$ cat config.mk
export PLATFORM = sky130hd
export DESIGN_NAME = aaau_unit
export DESIGN_NICKNAME = d
export VERILOG_FILES = /design/src/hdl/aaau_pkg.sv /design/src/hdl/aaau_abs.sv /design/src/hdl/aaau_unit.sv
export SDC_FILE = /design/constraint.sdc
export NUM_CORES = 1
export LEC_CHECK = 0
export ABC_AREA = 1
export BUFFER_PORTS_ARGS = -buffer_cell sky130_fd_sc_hd__buf_4
export CORE_AREA = 3 3 153 155
export CTS_CLUSTER_DIAMETER = 80
export DETAILED_ROUTE_END_ITERATION = 16
export DIE_AREA = 0 0 156 158
export HOLD_SLACK_MARGIN = 0.03
export PLACE_DENSITY = 0.55
export SLEW_MARGIN = 20
export SYNTH_ARGS = -nofsm -noshare
export SYNTH_HDL_FRONTEND = slang
export SYNTH_SLANG_ARGS = --single-unit
$ cat constraint.sdc
create_clock -name clk_i -period 5.1 [get_ports clk_i]
set_clock_uncertainty 0.2 [all_clocks]
set_input_delay 1.53 -clock clk_i [delete_from_list [all_inputs] [get_ports clk_i]]
set_output_delay 1.53 -clock clk_i [all_outputs]
set_load 0.01 [all_outputs]
$ cat src/hdl/aaau_pkg.sv
// aaau_pkg: constants shared by the accumulator abs/add datapath
// assumes 16-bit instruction words and a 32-bit accumulator
package aaau_pkg;
  localparam int ACC_W = 32;
  localparam int WORD_W = 16;
  localparam int PC_W = 12;
  localparam int DMA_W = 7;
  localparam int SHIFT_W = 4;
  // instruction field positions
  localparam int OPC_HI = 15;
  localparam int OPC_ADD_LO = 12;
  localparam int SHIFT_HI = 11;
  localparam int SHIFT_LO = 8;
  localparam int IND_BIT = 7;
  localparam int ARP_BIT = 0;
  localparam int OPC_ADD_HIGH_OP_LO = 8;
  // opcodes
  localparam logic [15:0] OP_ABS = 16'h7F88;
  localparam logic [3:0] OP_ADD = 4'h0;
  localparam logic [7:0] OP_ADD_HIGH_OP = 8'h60;
  // special values
  localparam logic [31:0] ACC_MOST_NEG = 32'h80000000;
  localparam logic [31:0] ACC_MOST_POS = 32'h7FFFFFFF;
  localparam logic [31:0] ACC_RST = 32'h00000000;
  localparam logic [11:0] PC_RST = 12'h000;
  localparam logic [11:0] PC_STEP = 12'h001;
  // operation decode
  typedef enum logic [3:0] {
    AAAU_OP_NONE = 4'b0001,
    AAAU_OP_ABS = 4'b0010,
    AAAU_OP_ADD = 4'b0100,
    AAAU_OP_ADD_HIGH_OP = 4'b1000
  } aaau_op_t;
endpackage : aaau_pkg

$ cat src/hdl/aaau_abs.sv
// aaau_abs: absolute value of the accumulator, combinational
// assumes caller registers the result
`timescale 1ns/1ps
`default_nettype none
module aaau_abs
  import aaau_pkg::*;
(
  // operand and mode
  input wire logic [ACC_W-1:0] acc_i,
  input wire logic ovm_i,
  // result
  output logic [ACC_W-1:0] abs_o
);
  // negate negatives, special-case most negative
  always_comb begin
    if (acc_i == ACC_MOST_NEG) begin
      abs_o = ovm_i ? ACC_MOST_POS : ACC_MOST_NEG;
    end else if (acc_i[ACC_W-1]) begin
      abs_o = ACC_W'(~acc_i + ACC_W'(1));
    end else begin
      abs_o = acc_i;
    end
  end
endmodule : aaau_abs
`default_nettype wire

$ cat src/hdl/aaau_unit.sv
// aaau_unit: execution of abs, add-with-shift and add-high
// assumes decoder presents one instruction per cycle with its operand
`timescale 1ns/1ps
`default_nettype none
module aaau_unit
  import aaau_pkg::*;
(
  // clock and reset
  input wire logic clk_i,
  input wire logic rstn_i,
  // instruction from decoder
  input wire logic instr_valid_i,
  input wire logic [WORD_W-1:0] instr_i,
  input wire logic ovm_i,
  // operand from data memory
  input wire logic [WORD_W-1:0] dmem_data_i,
  // results
  output logic [ACC_W-1:0] acc_o,
  output logic [PC_W-1:0] pc_o,
  output logic [DMA_W-1:0] dmem_addr_o,
  output logic indirect_o,
  output logic aux_pointer_select_o,
  output logic done_o
);
  logic [ACC_W-1:0] acc;
  logic [PC_W-1:0] pc;
  logic [DMA_W-1:0] dma;
  logic ind;
  logic aux_pointer_select;
  logic done;
  logic [ACC_W-1:0] next_acc;
  logic [PC_W-1:0] next_pc;
  logic [DMA_W-1:0] next_dma;
  logic next_ind;
  logic next_arp;
  logic next_done;
  logic [ACC_W-1:0] abs_val;
  aaau_op_t op;

  // sign-extend operand and shift left, zero-filling low bits
  function automatic logic [ACC_W-1:0] shift_ext(input logic [WORD_W-1:0] d,
                                                 input logic [SHIFT_W-1:0] s);
    logic [ACC_W-1:0] ext;
    ext = {{(ACC_W-WORD_W){d[WORD_W-1]}}, d};
    return ext << s;
  endfunction : shift_ext

  // classify instruction
  always_comb begin
    if (!instr_valid_i) begin
      op = AAAU_OP_NONE;
    end else if (instr_i == OP_ABS) begin
      op = AAAU_OP_ABS;
    end else if (instr_i[OPC_HI:OPC_ADD_LO] == OP_ADD) begin
      op = AAAU_OP_ADD;
    end else if (instr_i[OPC_HI:OPC_ADD_HIGH_OP_LO] == OP_ADD_HIGH_OP) begin
      op = AAAU_OP_ADD_HIGH_OP;
    end else begin
      op = AAAU_OP_NONE;
    end
  end

  aaau_abs u_abs (
    .acc_i(acc),
    .ovm_i(ovm_i),
    .abs_o(abs_val)
  );

  // next-state for accumulator, pc and address fields
  always_comb begin
    next_acc = acc;
    next_pc = pc;
    next_dma = dma;
    next_ind = ind;
    next_arp = aux_pointer_select;
    next_done = 1'b0;
    unique case (op)
      AAAU_OP_ABS: begin
        next_acc = abs_val;
      end
      AAAU_OP_ADD: begin
        next_acc = ACC_W'(acc + shift_ext(dmem_data_i, instr_i[SHIFT_HI:SHIFT_LO]));
      end
      AAAU_OP_ADD_HIGH_OP: begin
        next_acc = {WORD_W'(acc[ACC_W-1:WORD_W] + dmem_data_i), acc[WORD_W-1:0]};
      end
      AAAU_OP_NONE: begin
        next_acc = acc;
      end
    endcase
    if (op != AAAU_OP_NONE) begin
      next_pc = PC_W'(pc + PC_STEP);
      next_done = 1'b1;
      // abs leaves the address outputs as they were
      if (op != AAAU_OP_ABS) begin
        next_ind = instr_i[IND_BIT];
      end
      if (op != AAAU_OP_ABS && !instr_i[IND_BIT]) begin
        next_dma = instr_i[DMA_W-1:0];
      end
      if (op != AAAU_OP_ABS && instr_i[IND_BIT]) begin
        next_arp = instr_i[ARP_BIT];
      end
    end
  end

  // register state
  always_ff @(posedge clk_i) begin
    if (!rstn_i) begin
      acc <= ACC_RST;
      pc <= PC_RST;
      dma <= '0;
      ind <= 1'b0;
      aux_pointer_select <= 1'b0;
      done <= 1'b0;
    end else begin
      acc <= next_acc;
      pc <= next_pc;
      dma <= next_dma;
      ind <= next_ind;
      aux_pointer_select <= next_arp;
      done <= next_done;
    end
  end

  assign acc_o = acc;
  assign pc_o = pc;
  assign dmem_addr_o = dma;
  assign indirect_o = ind;
  assign aux_pointer_select_o = aux_pointer_select;
  assign done_o = done;
endmodule : aaau_unit
`default_nettype wire

==> impl_metrics.json <==
{
  "outcome": "finished, final reports clean",
  "clk_pin_slew_worst_paths_ps": 80,
  "relSlewSlack_pct": 51.3,
  "cp_data_arrival_time_ps": 4740,
  "reg2regPathDepth": 14,
  "route.vias.total": 9183,
  "worst-path-buf-inv": 3,
  "period_share_pct": 92.1,
  "drive_gt1_share_pct": 8.95,
  "area_growth_pct": 14.6,
  "overflow": 0,
  "cts_setup_buffers": 0,
  "cp_common_cell": "nand2_1",
  "utilization_pct": 39.3,
  "min_path_cells": 2,
  "wl_per_cell_microns": 16.8,
  "synth_warnings": 0,
  "hold_viol": 0,
  "cts.htree.levels": 2,
  "slew_violations": 0,
  "grt_pass1_vias": 8382,
  "ys_ff_latch": 54,
  "worstPathCellList": "buf_4 -> inv_1 -> o21ai_0 -> o21ai_0 -> o22ai_1 -> ha_1 -> nand2_1 -> nor2_1 -> inv_1 -> nor3_1 -> nand2_1 -> nand2_1 -> nand2_1 -> nand3_1 -> nand2_1 -> nor2_1 -> nor2_1 -> nor2_1",
  "pre_cts_ws_ps": 158,
  "grt_pass1_wl_microns": 46400,
  "critPathKind": "in -> reg",
  "root_buffer": "clkbuf_16",
  "io_pins": 90,
  "cap_violations": 0,
  "cp-end-kind": "flip-flop",
  "startpoint_type": "input port",
  "cts_tree": "built",
  "num_antenna_cells": 0,
  "insertion_delay_ps": 300,
  "die_w_microns": 156,
  "setup_ws_ps": 402,
  "crit_cells": 18,
  "syn_area_sq_mm": 0.00752,
  "start_util_pct": 34.3,
  "grt_max_degree": 38,
  "fp.dieH_microns": 158,
  "drt-total-wl_microns": 30100,
  "rows": 54,
  "crit_family": "simple AND/OR/NAND/NOR gates",
  "reg2reg_to": "acc_o[27]$_SDFFE_PN0P_",
  "grt_usage_pct": 24.0,
  "setup_viol": 0,
  "ys_seq_area_share_pct": 14.4,
  "fillers": 2507,
  "avgSynthCellArea_sq_um": 5.26,
  "ir_drop_v": 0.000109,
  "syn-num-nets": 1517,
  "cts_inserted_buffers": 5,
  "fin_cells": 1788,
  "cts_resized": 0,
  "reg2reg_slack_ps": 2270,
  "dp_cells": 1781,
  "hold_buffers": 0,
  "num-nets-final": 1594,
  "drt_iter0_markers": 722,
  "synth_cells": 1431,
  "wl_met3_microns": 1580,
  "vias_per_cell": 5.14,
  "fp.dieArea_sq_mm": 0.0246,
  "rsz0062_at_grt": "no",
  "leakage_uw": 0.00469,
  "worst-path-max-fanout": 14,
  "timing.setup.tns_ps": 0,
  "worstHoldPathType": "reg -> reg",
  "hpwl_microns": 24900,
  "cts_sinks": 54,
  "antenna_found_initial": 0,
  "p_per_area_mw_per_mm2": 150,
  "highest_layer": "met4",
  "critical-path-slowest-cell": "o21ai_0",
  "r2r_start": "acc_o[1]$_SDFFE_PN0P_",
  "crit_required_ps": 5140,
  "port_buffers": 89,
  "drtAntennaViolNets": 0,
  "fmax_mhz": 213,
  "met2_wirelength_microns": 13600,
  "max-clock-path-buffers": 2,
  "core_area_sq_mm": 0.0220,
  "worst_pin_slew_ps": 725,
  "slowest_delay_ps": 420,
  "drtPass1Iterations": 5,
  "crit_path_end": "acc_o[29]$_SDFFE_PN0P_",
  "wl_met1_microns": 14000,
  "post-route-min-period_ps": 4700,
  "drc_errors": 0,
  "cp-startpoint": "instr_i[8]",
  "synth_cell_types": 38,
  "gp_congestion": 0.952,
  "holdWs_ps": 279
}
-- cells in the final DEF, fill, tap and decap left out, drive strengths merged, types with 3 or more instances in the layout --
| cell type | netlist | final |
|---|---|---|
| nand2 | 473 | 473 |
| inv | 213 | 213 |
| nor2 | 196 | 196 |
| nand3 | 130 | 130 |
| buf | 9 | 97 |
| o21ai | 93 | 93 |
| a21oi | 79 | 79 |
| dfxtp | 54 | 54 |
| ha | 48 | 48 |
| nand4 | 21 | 21 |
| xor2 | 19 | 19 |
| nor3 | 15 | 15 |
| or2 | 12 | 12 |
| a31oi | 10 | 10 |
| nand3b | 9 | 9 |
| clkbuf | 18 | 5 |
| mux2i | 4 | 4 |
| o21a | 4 | 4 |
| xnor2 | 4 | 4 |
| clkinv | 3 | 3 |
| o22ai | 3 | 3 |
| o211ai | 3 | 3 |
| o21bai | 3 | 3 |
-- state kept, by name, summed over array words and instances (netlist names) --
| register | flops |
|---|---|
| indirect_o | 1 |
| acc_o | 32 |
| done_o | 1 |
| pc_o | 12 |
| dmem_addr_o | 7 |
| aux_pointer_select_o | 1 |
-- worst min path at each step --
stage | startpoint | endpoint
global placement | aux_pointer_select_o$_SDFFE_PN0P_ | aux_pointer_select_o$_SDFFE_PN0P_
detailed placement | aux_pointer_select_o$_SDFFE_PN0P_ | aux_pointer_select_o$_SDFFE_PN0P_
CTS | aux_pointer_select_o$_SDFFE_PN0P_ | aux_pointer_select_o$_SDFFE_PN0P_
global route | pc_o[11]$_SDFFE_PN0P_ | pc_o[11]$_SDFFE_PN0P_
floorplan | aux_pointer_select_o$_SDFFE_PN0P_ | aux_pointer_select_o$_SDFFE_PN0P_
finish | aux_pointer_select_o$_SDFFE_PN0P_ | aux_pointer_select_o$_SDFFE_PN0P_
-- metrics by stage --
step           power [uW]  cell area (sq um)
2_1_floorplan         788               7520
3_3_place_gp          956               8480
3_5_place_dp          955               8480
4_1_cts              1300               8620
5_1_grt              1390               8620
6_report             1300               8620
-- kinds of logic after synthesis --
| logic type | after synthesis | synth area share, % |
|---|---|---|
| multiplexers | 4 | 0.532 |
| AO/OA/AOI/OAI | 197 | 13.7 |
| buffers and inverters | 243 | 12.3 |
| adder cells (fa/ha/maj) | 50 | 8.52 |
| AND/OR/NAND/NOR | 860 | 47.8 |
| flip-flops | 54 | 14.4 |
| XOR/XNOR | 23 | 2.68 |
-- synthesized netlist by cell type (all sizes together) --
cell / count / area (sq um)
mux2i: 4 / 40.0
fa: 2 / 40.0
dfxtp: 54 / 1080
a31oi: 10 / 62.6
nor2: 196 / 766
nand3: 130 / 673
o21a: 4 / 30.0
clkbuf: 18 / 67.6
and2: 1 / 6.26
o211ai: 3 / 22.5
nand2: 473 / 1780
ha: 48 / 601
nand4: 21 / 131
nand3b: 9 / 67.6
xor2: 19 / 166
or2: 12 / 75.1
a21o: 2 / 15.0
nor3: 15 / 80.1
inv: 213 / 800
nor4: 2 / 12.5
clkinv: 3 / 11.3
buf: 9 / 50.1
nor3b: 1 / 7.51
a21oi: 79 / 395
o22ai: 3 / 18.8
xnor2: 4 / 35.0
o21bai: 3 / 22.5
o21ai: 93 / 465
-- where the power goes --
part / internal [uW] / total [uW] / switching, uW
clock network: 180 / 346 / 166
logic: 170 / 505 / 335
registers: 428 / 447 / 18.4
total: 779 / 1300 / 519
-- tightest hold or removal path: stages (launching register included) --
cell     delay (ps)
dfxtp_1         310
o21ai_0          60
a21oi_1          60
-- routing by layer --
layer  vias to the layer above  GRT usage [%]
met4                         0           6.56
li1                       4720              -
met1                      4142           32.8
met2                       267           40.4
met3                        54           2.57
met5                         -              0
-- layout make-up --
cell class / count / area, sq um / area share [%]
clock buffer: 5 / 125 / 1.45
clock inverter: 2 / 15.0 / 0.174
inverter: 216 / 811 / 9.40
multi-input combinational: 1134 / 5510 / 63.9
sequential: 54 / 1080 / 12.5
tap: 280 / 350 / 4.06
timing repair buffer: 97 / 728 / 8.45
No activity file was read; power rests on OpenSTA's default activity.
